$ cat config.mk
export PLATFORM = sky130hd
export DESIGN_NAME = dps_sem_host
export DESIGN_NICKNAME = d
export VERILOG_FILES = /design/src/dps_pkg.sv /design/src/dps_sem_host.sv
export SDC_FILE = /design/constraint.sdc
export NUM_CORES = 1
export LEC_CHECK = 0
export ABC_AREA = 1
export BUFFER_PORTS_ARGS = -buffer_cell sky130_fd_sc_hd__buf_4
export CORE_ASPECT_RATIO = 1.2
export CORE_MARGIN = 5
export CORE_UTILIZATION = 55
export DETAILED_ROUTE_END_ITERATION = 6
export PLACE_DENSITY = 0.85
export SYNTH_ARGS = -nofsm -noshare
export SYNTH_HDL_FRONTEND = slang
export SYNTH_SLANG_ARGS = --single-unit
$ cat constraint.sdc
create_clock -name core_clk -period 2.7 [get_ports core_clk]
set_clock_uncertainty 0.2 [all_clocks]
set_input_delay 0.81 -clock core_clk [delete_from_list [all_inputs] [get_ports core_clk]]
set_output_delay 0.81 -clock core_clk [all_outputs]
set_load 0.01 [all_outputs]
$ cat src/dps_pkg.sv
// Behaviour
// - semaphore access uses select low with address, chip select, read/write as sram
// - flags active low: write zero requests, write one releases
// - controller drops select or output enable between polling reads
// - claim by write zero then read back; zero read means owned
// - after failed request keep reading or write one
// - controller writes one to all eight tokens after power-up; the code does so only when given CMD_INIT, not at reset
package dps_pkg;
  // ****************************************
  // geometry and timing
  // ****************************************
  localparam int unsigned NUM_FLAGS = 8;
  localparam int unsigned IDX_W = 3;
  localparam int unsigned CLK_PERIOD_NS = 10;
  localparam int unsigned SETUP_NS = 20;
  localparam int unsigned STROBE_NS = 20;
  localparam int unsigned SETUP_CYC = (SETUP_NS + CLK_PERIOD_NS - 1) / CLK_PERIOD_NS;
  localparam int unsigned STROBE_CYC = (STROBE_NS + CLK_PERIOD_NS - 1) / CLK_PERIOD_NS;
  localparam logic [7:0] CNT_SETUP = 8'(SETUP_CYC);
  localparam logic [7:0] CNT_STROBE = 8'(STROBE_CYC);
  // user commands
  localparam logic [1:0] CMD_CLAIM = 2'h0;
  localparam logic [1:0] CMD_RELEASE = 2'h1;
  localparam logic [1:0] CMD_READ = 2'h2;
  localparam logic [1:0] CMD_INIT = 2'h3;
  typedef enum logic [2:0] {
    ST_IDLE, ST_WSETUP, ST_WSTROBE, ST_GAP, ST_RSETUP, ST_RSAMPLE, ST_DONE
  } dps_state_t;
endpackage

$ cat src/dps_sem_host.sv
`timescale 1ns/10ps
`default_nettype none
module dps_sem_host #(
  parameter int unsigned DATA_W = 18,
  parameter int unsigned ADDR_W = 16
) (
  input wire logic core_clk,
  input wire logic rst_n,
  input wire logic cmd_valid,
  input wire logic [1:0] cmd_op,
  input wire logic [2:0] cmd_index,
  output logic cmd_ready,
  output logic rsp_valid,
  output logic rsp_owned,
  output logic rsp_flag,
  output logic token_space_select_n,
  output logic array_select_n,
  output logic write_n,
  output logic out_enable_n,
  output logic [ADDR_W-1:0] addr,
  output logic [DATA_W-1:0] data_out,
  output logic data_oe,
  input wire logic [DATA_W-1:0] data_in
);
  // refuse widths the address padding or data replication cannot serve
  if (ADDR_W <= dps_pkg::IDX_W || DATA_W < 1) begin : g_bad_widths
    $error("dps_sem_host: bad widths");
  end

  // ****************************************
  // reset release and pin synchroniser
  // ****************************************
  logic [1:0] rst_sync_r;
  logic rst_ok;
  logic din0_s1_r, din0_s2_r, din0_s3_r, din0_r;
  always_ff @(posedge core_clk or negedge rst_n) begin
    if (!rst_n) begin
      rst_sync_r <= 2'h0;
    end else begin
      rst_sync_r <= {rst_sync_r[0], 1'b1};
    end
  end
  assign rst_ok = rst_sync_r[1];

  // only bit zero matters: a read replicates the flag on every line
  always_ff @(posedge core_clk or negedge rst_ok) begin
    if (!rst_ok) begin
      din0_s1_r <= 1'b1;
      din0_s2_r <= 1'b1;
      din0_s3_r <= 1'b1;
      din0_r <= 1'b1;
    end else begin
      din0_s1_r <= data_in[0];
      din0_s2_r <= din0_s1_r;
      din0_s3_r <= din0_s2_r;
      if (din0_s2_r == din0_s3_r) begin
        din0_r <= din0_s3_r;
      end
    end
  end

  // ****************************************
  // sequencer
  // ****************************************
  dps_pkg::dps_state_t st_r, st_nxt;
  logic [7:0] cnt_r, cnt_nxt;
  logic [1:0] op_r, op_nxt;
  logic [2:0] idx_r, idx_nxt;
  logic wbit_r, wbit_nxt;
  logic sel_n_r, sel_n_nxt, wr_n_r, wr_n_nxt, oe_n_r, oe_n_nxt, doe_r, doe_nxt;
  logic rdy_r, rdy_nxt, rv_r, rv_nxt, own_r, own_nxt, flag_r, flag_nxt;
  logic [1:0] settle_r, settle_nxt;

  // next-state: init loops all tokens, claim writes then reads back
  always_comb begin
    st_nxt = st_r;
    cnt_nxt = cnt_r;
    op_nxt = op_r;
    idx_nxt = idx_r;
    wbit_nxt = wbit_r;
    sel_n_nxt = sel_n_r;
    wr_n_nxt = wr_n_r;
    oe_n_nxt = oe_n_r;
    doe_nxt = doe_r;
    rdy_nxt = rdy_r;
    rv_nxt = 1'b0;
    own_nxt = own_r;
    flag_nxt = flag_r;
    settle_nxt = settle_r;
    unique case (st_r)
      dps_pkg::ST_IDLE: begin
        if (cmd_valid && rdy_r) begin
          op_nxt = cmd_op;
          idx_nxt = (cmd_op == dps_pkg::CMD_INIT) ? 3'h0 : cmd_index;
          wbit_nxt = (cmd_op != dps_pkg::CMD_CLAIM);
          rdy_nxt = 1'b0;
          sel_n_nxt = 1'b0;
          cnt_nxt = dps_pkg::CNT_SETUP;
          if (cmd_op == dps_pkg::CMD_READ) begin
            oe_n_nxt = 1'b0;
            st_nxt = dps_pkg::ST_RSETUP;
          end else begin
            doe_nxt = 1'b1;
            st_nxt = dps_pkg::ST_WSETUP;
          end
        end
      end
      dps_pkg::ST_WSETUP: begin
        if (cnt_r == 8'h0) begin
          wr_n_nxt = 1'b0;
          cnt_nxt = dps_pkg::CNT_STROBE;
          st_nxt = dps_pkg::ST_WSTROBE;
        end else begin
          cnt_nxt = cnt_r - 8'h1;
        end
      end
      dps_pkg::ST_WSTROBE: begin
        if (cnt_r == 8'h0) begin
          // rising write strobe latches the request
          wr_n_nxt = 1'b1;
          sel_n_nxt = 1'b1;
          cnt_nxt = dps_pkg::CNT_SETUP;
          st_nxt = dps_pkg::ST_GAP;
        end else begin
          cnt_nxt = cnt_r - 8'h1;
        end
      end
      dps_pkg::ST_GAP: begin
        doe_nxt = 1'b0;
        if (cnt_r == 8'h0) begin
          if (op_r == dps_pkg::CMD_CLAIM) begin
            // write then read back, never the other way round
            sel_n_nxt = 1'b0;
            oe_n_nxt = 1'b0;
            cnt_nxt = dps_pkg::CNT_SETUP;
            st_nxt = dps_pkg::ST_RSETUP;
          end else if (op_r == dps_pkg::CMD_INIT && idx_r != 3'h7) begin
            idx_nxt = idx_r + 3'h1;
            sel_n_nxt = 1'b0;
            doe_nxt = 1'b1;
            cnt_nxt = dps_pkg::CNT_SETUP;
            st_nxt = dps_pkg::ST_WSETUP;
          end else begin
            st_nxt = dps_pkg::ST_DONE;
          end
        end else begin
          cnt_nxt = cnt_r - 8'h1;
        end
      end
      dps_pkg::ST_RSETUP: begin
        // wait out access time plus the three-stage pin sampler
        if (cnt_r == 8'h0) begin
          settle_nxt = 2'h3;
          st_nxt = dps_pkg::ST_RSAMPLE;
        end else begin
          cnt_nxt = cnt_r - 8'h1;
        end
      end
      dps_pkg::ST_RSAMPLE: begin
        if (settle_r == 2'h0) begin
          flag_nxt = din0_r;
          own_nxt = !din0_r;
          // drop both strobes so the next poll sees a fresh value
          sel_n_nxt = 1'b1;
          oe_n_nxt = 1'b1;
          st_nxt = dps_pkg::ST_DONE;
        end else begin
          settle_nxt = settle_r - 2'h1;
        end
      end
      dps_pkg::ST_DONE: begin
        rv_nxt = 1'b1;
        if (op_r == dps_pkg::CMD_RELEASE || op_r == dps_pkg::CMD_INIT) begin
          own_nxt = 1'b0;
          flag_nxt = 1'b1;
        end
        rdy_nxt = 1'b1;
        st_nxt = dps_pkg::ST_IDLE;
      end
    endcase
  end

  // register everything; select, write and output-enable pins idle high (standby)
  always_ff @(posedge core_clk or negedge rst_ok) begin
    if (!rst_ok) begin
      st_r <= dps_pkg::ST_IDLE;
      cnt_r <= 8'h0;
      op_r <= 2'h0;
      idx_r <= 3'h0;
      wbit_r <= 1'b1;
      sel_n_r <= 1'b1;
      wr_n_r <= 1'b1;
      oe_n_r <= 1'b1;
      doe_r <= 1'b0;
      rdy_r <= 1'b1;
      rv_r <= 1'b0;
      own_r <= 1'b0;
      flag_r <= 1'b1;
      settle_r <= 2'h0;
    end else begin
      st_r <= st_nxt;
      cnt_r <= cnt_nxt;
      op_r <= op_nxt;
      idx_r <= idx_nxt;
      wbit_r <= wbit_nxt;
      sel_n_r <= sel_n_nxt;
      wr_n_r <= wr_n_nxt;
      oe_n_r <= oe_n_nxt;
      doe_r <= doe_nxt;
      rdy_r <= rdy_nxt;
      rv_r <= rv_nxt;
      own_r <= own_nxt;
      flag_r <= flag_nxt;
      settle_r <= settle_nxt;
    end
  end

  // ****************************************
  // outputs
  // ****************************************
  assign token_space_select_n = sel_n_r;
  assign array_select_n = 1'b1;
  assign write_n = wr_n_r;
  assign out_enable_n = oe_n_r;
  assign addr = {{(ADDR_W-dps_pkg::IDX_W){1'b0}}, idx_r};
  assign data_out = {DATA_W{wbit_r}};
  assign data_oe = doe_r;
  assign cmd_ready = rdy_r;
  assign rsp_valid = rv_r;
  assign rsp_owned = own_r;
  assign rsp_flag = flag_r;
endmodule
`default_nettype wire

Yosys cells after proc, flatten, opt, wreduce, memory -nomap -nowiden
Index checks and enable logic that the tools add are counted.
Word-level totals
  flip-flop bits (word level): 33
  input port bits: 26
  output and inout port bits: 43
  logic and storage cells: 133
Cells by class
  $add $sub $neg: 3
  eq/ne operators: 28
  mux-type cells: 54
  reductions and logical operators: 29
Operators with widths (number)
  two-way mux 8 bit: 6
  two-way mux 3 bit: 14
  one-hot mux 8 bit (4 select lines): 1
  inequality test 2 bit, second input constant: 14
  two-way mux 1 bit: 21
  one-hot mux 3 bit (7 select lines): 1
  AND reduction 6 bit: 3
  AND reduction 3 bit: 4
  nonzero test 2 bit: 6
  one-hot mux 1 bit (2 select lines): 5
  == test 3 bit, second input constant: 3
  logical NOT 8 bit: 1
  nonzero test 4 bit: 2
  subtractor 8 x 1 -> 8 bit, second input constant: 1
  == test 2 bit, second input constant: 3
  == test 3 x 2 -> 1 bit, second input constant: 2
  inequality test 3 bit, second input constant: 2
  one-hot mux 3 bit (2 select lines): 1
  AND reduction 5 bit: 1
  logical NOT 2 bit: 2
  two-way mux 2 bit: 2
  inequality test 4 bit, second input constant: 1
  one-hot mux 1 bit (4 select lines): 1
  one-hot mux 2 bit (2 select lines): 1
  other kinds (14): 16

Logic depth before layout (Yosys ltp)
Gate-level depths: netlist of the first run.
  depth in word-level cells: 6
  mapped depth: 11

Worst setup path before layout of the first run
OpenSTA, ideal clock, no wires.
  path kind: reg-to-output
  from: reg wbit_r
  to: out data_out[0]
  arrival: 816 ps
  required time: 1690 ps
  path slack: 874 ps
  stages on the path, launching flop included: 2
  cell sequence: dfstp_2 -> buf_4
RTL lines
  start, declared: RTL line dps_sem_host.sv:69  | logic wbit_r, wbit_nxt;
  start signal, assigned: RTL line dps_sem_host.sv:205  | wbit_r <= wbit_nxt;
  end, declared: RTL line dps_sem_host.sv:21  | output logic [DATA_W-1:0] data_out,
No word-level cell between the ends.

Worst setup path in the final report of the first run
  from: reg wbit_r
  to: out data_out[3]
No word-level cell between the ends.

==> qor.txt, run 1 <==
Initial Util - 56.2%
Commonest cells after routing, fill and taps aside - nand2_1 (89), buf_4 (39), inv_1 (26), nand3_1 (25), dfrtp_1 (23)
CP max stage cell - dfstp_2
1st-iter DRT viols - 84
Die area - 0.00536 sq mm
Pwr dens - 1260 mW/mm^2
Worst-path clk slew - 0.06 ns
IO Pins - 69
WL met3 - 270 um
CP endpoint kind - output pin
Ys Warns - 0
Share of layout cells above drive strength 1 - 26.5%
Status - finished, final reports clean
CTS tree - built
Seq/Total Area, Yosys - 38.2%
Gr ovfl total - 0
Root buf cell - clkbuf_8
CTS Buf Count - 5
FF+latch area - 838 sq um
FF+latch count, synth - 33
Crit path required time - 1.69 ns
Antenna Nets Post-Route - 0
WHS - 0.0709 ns
Distinct cell type count after synthesis - 27
CP Data Arrival Time - 1.17 ns
ANT cells - 0
DRC viols - 0
Worst Path Class, Setup - reg -> out
Crit path launch type - flip-flop
Hold Crit Class - reg -> async
Mapped Area - 0.00220 sq mm
Commonest non-fill, non-tap cell in the layout - nand2_1
# resized after CTS - 0
M1 WL - 1800 um
Num rows - 25
CP Buf/Inv Count - 1
Max-cap check violation count - 0
Die X - 67.7 um
Final Cycle Share - 80.8%
H-tree lvl count - 2
Largest net degree at the start of global routing - 20
Average cell area after synthesis - 7.37 sq um
Post-layout nets - 354
Layout Area Growth over Synthesis - 10.9%
Flop-to-flop setup slack - 0.67 ns
Routed WL per cell - 11.7 um
Core Box Area - 0.00391 sq mm
Post-detail-place hpwl - 3430 um
Final-layout fill cell count - 372
CP max stage delay - 0.70 ns
Slew headroom - 55.9%
CP cell instances - buf_4
Initial antenna violation count - 0
GRT Overall Usage - 17.7%
Period minus WS final - 2.18 ns
Port buffer count - 37
F_max - 458 MHz
CP delay by family, top - flip-flops
Actual slew at the worst max-slew pin - 0.661 ns
Max Slew Vio Count - 0
Die H - 79.2 um
CTS Hold Bufs - 0
Final Setup Violations - 0
Multi-input logic area - 0.00101 sq mm
Met2 wire len - 2310 um
RSZ-0062 raised after global routing - no
Leak - 0.00135 uW
Setup Fix Bufs, Post-CTS - 0
CTS Sinks - 33
Max Used Layer - met4
Cells after Synth - 298
Setup TNS - 0 ns
Drt total wl - 4440 um
Vias - 1830
Gpl congestion - 0.899
Deepest clock path buffer count - 2
Pre-Repair DR Iteration Count - 4
Max rail drop VDD - 0.655 mV
Vias per std cell - 4.83
Crit-path max FO - 19
Vias in the first global route - 1688
Overall Power - 3060 uW
Final Hold Fails - 0
Skew-Pair Late Insertion Delay - 0.29 ns
Global-route wire length before repair - 7240 um
-- registers in the layout, summed over array words and instances (netlist names), 2 cells and up --
register and flops:
cnt_r 8, settle_r 2, op_r 2, rst_sync_r 2, idx_r 3, st_r 3
-- synthesized netlist by cell type --
cell,number,share of area (%)
inv_4,1,0.28
nor2_2,4,1.1
nor2_1,19,3.2
nand4_1,4,1.1
nand2_1,89,15
nand3_1,25,5.7
nor3_1,2,0.46
xor2_1,3,1.2
nand2_2,5,1.4
a21oi_2,1,0.40
o21ai_0,14,3.2
o21ai_1,7,1.6
maj3_1,1,0.46
dfrtp_1,23,26
o21ai_2,1,0.40
nor2_4,6,3.1
buf_4,32,11
ha_1,4,2.3
nand2_4,2,1.0
o21a_1,3,1.0
buf_6,1,0.51
conb_1,2,0.34
inv_2,11,1.9
inv_1,26,4.4
a21oi_1,1,0.23
a31oi_1,1,0.28
dfstp_2,10,12
-- kinds of logic (layout without fill, tap and decap cells) --
logic type	count (synthesis)	after routing	synth area share, %
simple gates	156	156	32.4
buf+inv	71	85	18.1
flops	33	33	38.2
compound gates	28	28	7.12
fa+ha+maj	5	5	2.73
xor+xnor	3	3	1.20
other cells	2	15	0.342
-- routing by layer --
metal / global-route usage (%) / vias up
met5: 0 / -
met4: 6.09 / 0
met3: 4.81 / 6
met2: 31.5 / 52
met1: 19.8 / 833
li1: - / 939
-- through the flow --
stage / area [sq um] / worst slack [ns] / utilization (%) / cells
2_1_floorplan: 2250 / 0.874 / - / 311
3_3_place_gp: 2350 / 0.647 / 60.2 / 371
3_5_place_dp: 2350 / 0.641 / 60.2 / 371
4_1_cts: 2440 / 0.503 / 62.3 / 379
5_1_grt: 2440 / 0.440 / 62.3 / 379
6_report: 2440 / 0.519 / 62.3 / 379
-- power by group --
group	switching, uW	internal, uW
combinational	1120	715
sequential	176	703
clock	174	181
total	1470	1600
-- cell type report --
type,count,area share [%]
multi-input cells,207,41.5
repair buffers,39,12.0
flip-flops and latches,33,34.4
clock buffers,7,3.13
well taps,54,2.77
clock inverters,1,0.205
inverters,38,5.96
-- final timing paths --
check,start,end,cells past startpoint
setup / recovery,wbit_r$_DFFE_PN1P_,data_out[3],1
hold / removal,rst_sync_r[1]$_DFF_PN0_,cnt_r[0]$_DFFE_PN0P_,0
setup reg to reg,cnt_r[0]$_DFFE_PN0P_,st_r[2]$_DFFE_PN0P_,9
hold reg to reg,rst_sync_r[1]$_DFF_PN0_,cnt_r[0]$_DFFE_PN0P_,0
max in group asynchronous,rst_sync_r[1]$_DFF_PN0_,din0_s1_r$_DFF_PN1_,2
min in group core_clk,rst_sync_r[0]$_DFF_PN0_,rst_sync_r[1]$_DFF_PN0_,0
Note: power is estimated with default switching activity, not from simulation.
==> run 2: changes to the inputs <==
- CORE_UTILIZATION: 55 -> 46
- PLACE_DENSITY: 0.85 -> 0.76
- clock period: 2.7 -> 1.9 ns (I/O delays scaled with it)
==> qor.txt, run 2 (synthesis gave the netlist of run 1 again) <==
Routed WL per cell - 11.6 um (-0.60%)
Crit path required time - 1.13 ns (-0.56 ns)
Part of the power in registers - 24.3% (-4.4 points)
Crit-path max FO - 9 (-10)
Status - finished, final reports clean
Int Pwr - 2720 uW (+70%)
GRT Overall Usage - 15.7% (-2.1 points)
Most flops, register - cnt_r
1st-iter DRT viols - 90 (+7.1%)
WHS - 0.0593 ns (-0.0116 ns)
Pwr dens - 1850 mW/mm^2 (+47%)
Post-layout nets - 371 (+4.8%)
RSZ-0062 raised after global routing - yes
Initial Util - 47.5% (-8.7 points)
Max Slew Vio Count - 0 (unchanged)
Drt total wl - 4660 um (+4.9%)
Hold Crit Class - reg -> async
Finished Layout Cells - 400 (+5.5%)
Core Box Area - 0.00463 sq mm (+18%)
Cells after DPL - 384 (+3.5%)
Gr ovfl total - 0 (unchanged)
Worst r2r dst - st_r[1]$_DFFE_PN0P_
Crit path from - wbit_r$_DFFE_PN1P_
Final core utilization - 57.6% (-4.7 points)
Net Sw Frac - 44.8% (-3.0 points)
Num rows - 27 (+8.0%)
Share of layout cells above drive strength 1 - 32.2% (+5.7 points)
Root buf cell - clkbuf_8
Worst-path clk slew - 0.07 ns (about the same)
Global-route wire length before repair - 7740 um (+6.9%)
Die area - 0.00626 sq mm (+17%)
Pre-CTS setup slack - 0.0626 ns (-0.579 ns)
IO Pins - 69 (unchanged)
F_max - 532 MHz
Largest net degree at the start of global routing - 32 (+60%)
Post-detail-place hpwl - 3390 um (-1.3%)
Gpl congestion - 0.877 (-2.4%)
CP max stage cell - dfstp_2
CP endpoint kind - output pin
Worst Path Class, Setup - reg -> out
Period minus WS final - 1.88 ns
Overall Power - 4930 uW (+61%)
Largest register FFs - 8 (unchanged)
Die X - 73.1 um (+8.0%)
CP max stage delay - 0.57 ns (-0.13 ns)
Max-cap check violation count - 0 (unchanged)
Layout Area Growth over Synthesis - 21.4%
Vias in the first global route - 1823 (+8.0%)
Vias - 1924 (+5.1%)
ANT cells - 0 (unchanged)
CTS Sinks - 33 (unchanged)
Leak - 0.00146 uW (+7.7%)
Deepest clock path buffer count - 2 (unchanged)
Final worst slack - 0.0214 ns (-0.497 ns)
Flop-to-flop setup slack - 0.14 ns (-0.53 ns)
Clock power share - 14.0% (+2.4 points)
Vias per std cell - 4.81 (-0.38%)
Commonest cells after routing, fill and taps aside - nand2_1 (87), buf_4 (50), inv_1 (26), nand3_1 (25), dfrtp_1 (22)
Net Sw Power - 2210 uW (+51%)
Initial antenna violation count - 0 (unchanged)
DRC viols - 0 (unchanged)
Port buffer count - 37 (unchanged)
Skew-Pair Late Insertion Delay - 0.29 ns (about the same)
Reg2reg start - cnt_r[1]$_DFFE_PN0P_
CTS Buf Count - 5 (unchanged)
Antenna Nets Post-Route - 0 (unchanged)
Final Hold Fails - 0 (unchanged)
Reg2reg path depth - 10 (+1)
CTS tree - built
Final Setup Violations - 0 (unchanged)
CP Data Arrival Time - 1.11 ns (-0.06 ns)
Crit path launch type - flip-flop
Pre-Repair DR Iteration Count - 5 (+1)
Commonest non-fill, non-tap cell in the layout - nand2_1
H-tree lvl count - 2 (unchanged)
Max rail drop VDD - 0.708 mV (+8.2%)
Final Cycle Share - 98.9%
Gate power share - 61.7% (+2.0 points)
Top flop regs - cnt_r x8, idx_r x3, st_r x3
Die H - 85.7 um (+8.2%)
CP cell instances - buf_6 > buf_4
CP endpoint - data_out[13]
## run 2: changes by cell type in the layout (fill, tap and decap cells not counted), moves of 2 or more
cell      previous run  this run
clkbuf_1             2         0
buf_6                0         3
nand2_1             89        87
ha_1                 4         2
nand2_2              5         8
buf_4               39        50
## run 2: final cells by class
| class | instances | area (sq um) |
|---|---|---|
| clock buffer | 6 | 82.6 |
| clock inverter | 2 | 37.5 |
| fill | 423 | 1960 |
| inverter | 38 | 148 |
| multi-input combinational | 208 | 1050 |
| sequential | 33 | 840 |
| tap | 58 | 72.6 |
| timing repair buffer | 55 | 439 |
## run 2: worst max-delay path, delay by kind of cell, from the launching register on
family,cells,cell delay (ns)
flops,1,0.57
buf+inv,2,0.25
## run 2: worst min-delay path by stage
stage | start | to | slack [ns] | cells after the start
2_1_floorplan | rst_n | rst_sync_r[0]$_DFF_PN0_ | 0.07 | 0
3_3_place_gp | rst_sync_r[1]$_DFF_PN0_ | settle_r[0]$_DFFE_PN0P_ | 0.07 | 1
3_5_place_dp | rst_sync_r[1]$_DFF_PN0_ | settle_r[0]$_DFFE_PN0P_ | 0.08 | 1
4_1_cts | rst_sync_r[1]$_DFF_PN0_ | rsp_owned$_DFFE_PN0P_ | 0.08 | 1
5_1_grt | rst_sync_r[1]$_DFF_PN0_ | settle_r[1]$_DFFE_PN0P_ | 0.11 | 1
6_report | rst_sync_r[1]$_DFF_PN0_ | rsp_valid$_DFF_PN0_ | 0.06 | 1
## run 2: power groups by stage
| stage | registers (uW) | logic, uW | clock network [uW] |
|---|---|---|---|
| after floorplan | 1260 | 2040 | 0 |
| after global placement | 1230 | 2700 | 0 |
| after detailed placement | 1240 | 2760 | 0 |
| after CTS | 1180 | 2870 | 719 |
| after global routing | 1240 | 3420 | 752 |
| final | 1200 | 3040 | 692 |
## run 2: per-layer routing
metal  vias to the layer above  global-route usage [%]  share of wire [%]
met5                         -                       0                  0
met4                         0                    5.87                2.0
met3                         8                    4.45                7.7
met2                        55                    27.3                 51
met1                       884                    17.8                 40
li1                        977                       -                  -
## run 2: per-stage QoR
step	TNS [ns]	instance area, sq um
3_3_place_gp	0	2430
3_5_place_dp	0	2430
5_1_grt	-0.247	2670
4_1_cts	0	2580
6_report	0	2670
2_1_floorplan	0	2250
## run 2: what timing repair did
item,CTS,global route
pin swaps,0,4
endpoints found under the hold margin,2,0
gates resized for setup,1,12
hold buffers,1,0
buffers inserted,3,3
setup endpoints to repair,18,31
gates cloned,0,1
==> run 3: changes to the inputs <==
- ABC_AREA: 1 -> unset
- PLACE_DENSITY: 0.76 -> 0.77
==> qor.txt, run 3 <==
CTS Buf Count - 5 (unchanged)
ANT cells - 0 (unchanged)
Post-detail-place hpwl - 3950 um (+17%)
Worst r2r dst - idx_r[0]$_DFFE_PN0P_
Core Box Area - 0.00433 sq mm (-6.5%)
Reg2reg path depth - 7 (-3)
Final worst slack - -0.562 ns (-0.583 ns)
Clock power share - 12.1% (-1.9 points)
H-tree lvl count - 2 (unchanged)
Most common cell in the netlist - buf_4
GRT Overall Usage - 19.8% (+4.1 points)
Largest area contributor in the netlist - dfrtp_1
Net Sw Power - 1810 uW (-18%)
Final-layout fill cell count - 318 (-25%)
Hold Path Sink - din0_s2_r$_DFF_PN1_
Vias per std cell - 5.48 (+14%)
Commonest cells after routing, fill and taps aside - buf_4 (84), nand2_1 (24), dfrtp_1 (23), conb_1 (15)
Most area-consuming cells after synthesis - dfrtp_1 (28%), dfstp_2 (13%), buf_4 (12%), o21ai_0 (5.0%), nand2_1 (4.5%)
Final Setup Violations - 20 (+20)
Average cell area after synthesis - 8.75 sq um (+19%)
CP Data Arrival Time - 2.45 ns (+1.34 ns)
Die X - 71.4 um (-2.3%)
Max Slew Vio Count - 0 (unchanged)
Part of the power in registers - 27.4% (+3.1 points)
Cells after Synth - 238 (-20%)
Max-cap check violation count - 0 (unchanged)
CTS Sinks - 33 (unchanged)
Gpl congestion - 0.901 (+2.7%)
Crit path required time - 1.89 ns (+0.76 ns)
Global-route wire length before repair - 9520 um (+23%)
Post-synth top flop - dfrtp_1
Vias - 1995 (+3.7%)
Skew-Pair Late Insertion Delay - 0.29 ns (about the same)
Top cell type's share of synthesized area - 27.6% (+1.4 points)
Ys Warns - 0 (unchanged)
Final core utilization - 66.3% (+8.7 points)
Crit-path max FO - 5 (-4)
Largest register FFs - 8 (unchanged)
Asr flop ratio synth - 100% (unchanged)
Commonest non-fill, non-tap cell in the layout - buf_4
Crit path launch type - flip-flop
Deepest clock path buffer count - 2 (unchanged)
Pre-Repair DR Iteration Count - 4 (-1)
Distinct cell type count after synthesis - 51 (+89%)
Leak - 0.00134 uW (-7.8%)
F_max - 406 MHz (-24%)
Vias in the first global route - 2035 (+12%)
Placed cell area - 0.00253 sq mm (+4.4%)
Seq/Total Area, Yosys - 40.2% (+2.1 points)
Port buffer count - 37 (unchanged)
FF+latch count, synth - 33 (unchanged)
Gate power share - 60.5% (-1.2 points)
Status - finished, violations left
DRC viols - 0 (unchanged)
CP endpoint kind - flip-flop
Max rail drop VDD - 1.02 mV (+44%)
Root buf cell - clkbuf_8
Initial Util - 48.1% (+0.68 points)
Flop-to-flop setup slack - -0.56 ns (-0.70 ns)
Layout Area Growth over Synthesis - 37.7%
Violated checks - setup timing
Post-synth EDFFs - 0 (unchanged)
Num rows - 26 (-3.7%)
Int Pwr - 2590 uW (-4.8%)
IO Pins - 69 (unchanged)
1st-iter DRT viols - 103 (+14%)
Gr ovfl total - 0 (unchanged)
Post-layout nets - 337 (-9.2%)
Routed WL per cell - 16.3 um (+40%)
Most flops, register - cnt_r
Hold Crit Class - reg -> reg
Net Sw Frac - 41.1% (-3.7 points)
Overall Power - 4410 uW (-11%)
Post-route cell area - 0.00287 sq mm (+7.6%)
Die area - 0.00598 sq mm (-4.5%)
Share of layout cells above drive strength 1 - 46.8% (+15 points)
Largest net degree at the start of global routing - 24 (-25%)
Min-delay src - din0_s1_r$_DFF_PN1_
Hold Crit Depth - 0
Period minus WS final - 2.46 ns (+0.583 ns)
Worst Path Class, Setup - reg -> reg
RSZ-0062 raised after global routing - yes
Antenna Nets Post-Route - 0 (unchanged)
Pwr dens - 1540 mW/mm^2 (-17%)
Initial antenna violation count - 0 (unchanged)
Top flop regs - cnt_r x8, idx_r x3, st_r x3
Final Hold Fails - 0 (unchanged)
Drt total wl - 5920 um (+27%)
CTS tree - built
Mapped Area - 0.00208 sq mm (-5.2%)
Worst-path clk slew - 0.07 ns (about the same)
Most instantiated cells after synthesis - buf_4 (33), nand2_1 (25), dfrtp_1 (23)
Die H - 83.7 um (-2.3%)
Reg2reg start - cnt_r[1]$_DFFE_PN0P_
Final Cycle Share - 130% (+31 points)
run 3: power by group through the flow:
stage               combinational (uW)  sequential [uW]  clock (uW)
global placement                  2140             1210           0
CTS                               2430             1190         537
floorplan                         1330             1250           0
detailed placement                2200             1230           0
finish                            2670             1210         532
global route                      2910             1240         580
run 3: area by class of cell:
| class | instances | area (sq um) | share of cell area (%) |
|---|---|---|---|
| clock buffer | 5 | 68.8 | 2.40 |
| clock inverter | 3 | 17.5 | 0.611 |
| inverter | 10 | 37.5 | 1.31 |
| multi-input combinational | 166 | 1120 | 39.0 |
| sequential | 33 | 838 | 29.2 |
| tap | 56 | 70.1 | 2.44 |
| timing repair buffer | 91 | 716 | 25.0 |
run 3: worst max-delay path: stages (launching register included):
cell and delay, ns:
dfrtp_1 0.39, inv_2 0.08, ha_4 0.13, or4b_4 0.48, or4_4 0.52, nor2_8 0.16, xnor2_2 0.09, a311oi_2 0.31
run 3: worst max-delay path by stage:
stage / cells after the start / from / end / slack [ns]
2_1_floorplan: 9 / cnt_r[1]$_DFFE_PN0P_ / idx_r[1]$_DFFE_PN0P_ / -0.61
3_3_place_gp: 8 / cnt_r[1]$_DFFE_PN0P_ / idx_r[1]$_DFFE_PN0P_ / -0.58
3_5_place_dp: 8 / cnt_r[1]$_DFFE_PN0P_ / cnt_r[7]$_DFFE_PN0P_ / -0.64
4_1_cts: 8 / cnt_r[1]$_DFFE_PN0P_ / idx_r[2]$_DFFE_PN0P_ / -0.57
5_1_grt: 7 / cnt_r[1]$_DFFE_PN0P_ / idx_r[0]$_DFFE_PN0P_ / -0.67
6_report: 7 / cnt_r[1]$_DFFE_PN0P_ / idx_r[0]$_DFFE_PN0P_ / -0.56
run 3: metal layers:
layer	vias up	wire length [um]	global-route usage (%)
met5	-	0	0
met4	0	155	6.84
li1	924	-	-
met3	19	389	4.58
met2	76	3190	35.1
met1	976	2190	22.7
run 3: cells by family after synthesis:
family	Yosys count	share of synthesized area (%)
flops	33	40.2
mux	5	2.70
xor+xnor	2	0.841
buf+inv	52	15.4
simple gates	78	19.5
fa+ha+maj	5	2.88
compound gates	61	18.1
other cells	2	0.360
run 3: what timing repair did:
item,4_1_cts,5_1_grt
setup buffers,7,2
resized for setup,16,28
hold endpoints to repair,4,0
pin swaps,3,8
endpoints found under the setup margin,38,38
cloned,0,0
hold buffers,2,0
run 3: per-stage QoR:
| step | hold slack, ns | setup slack [ns] | TNS, ns | std cells |
|---|---|---|---|---|
| 2_1_floorplan | 0.0744 | -0.610 | -9.82 | 251 |
| 6_report | 0.162 | -0.562 | -9.28 | 364 |
| 5_1_grt | 0.166 | -0.673 | -11.43 | 364 |
| 4_1_cts | 0.164 | -0.573 | -9.31 | 363 |
| 3_5_place_dp | -0.0597 | -0.642 | -10.51 | 346 |
| 3_3_place_gp | -0.0703 | -0.585 | -9.95 | 346 |
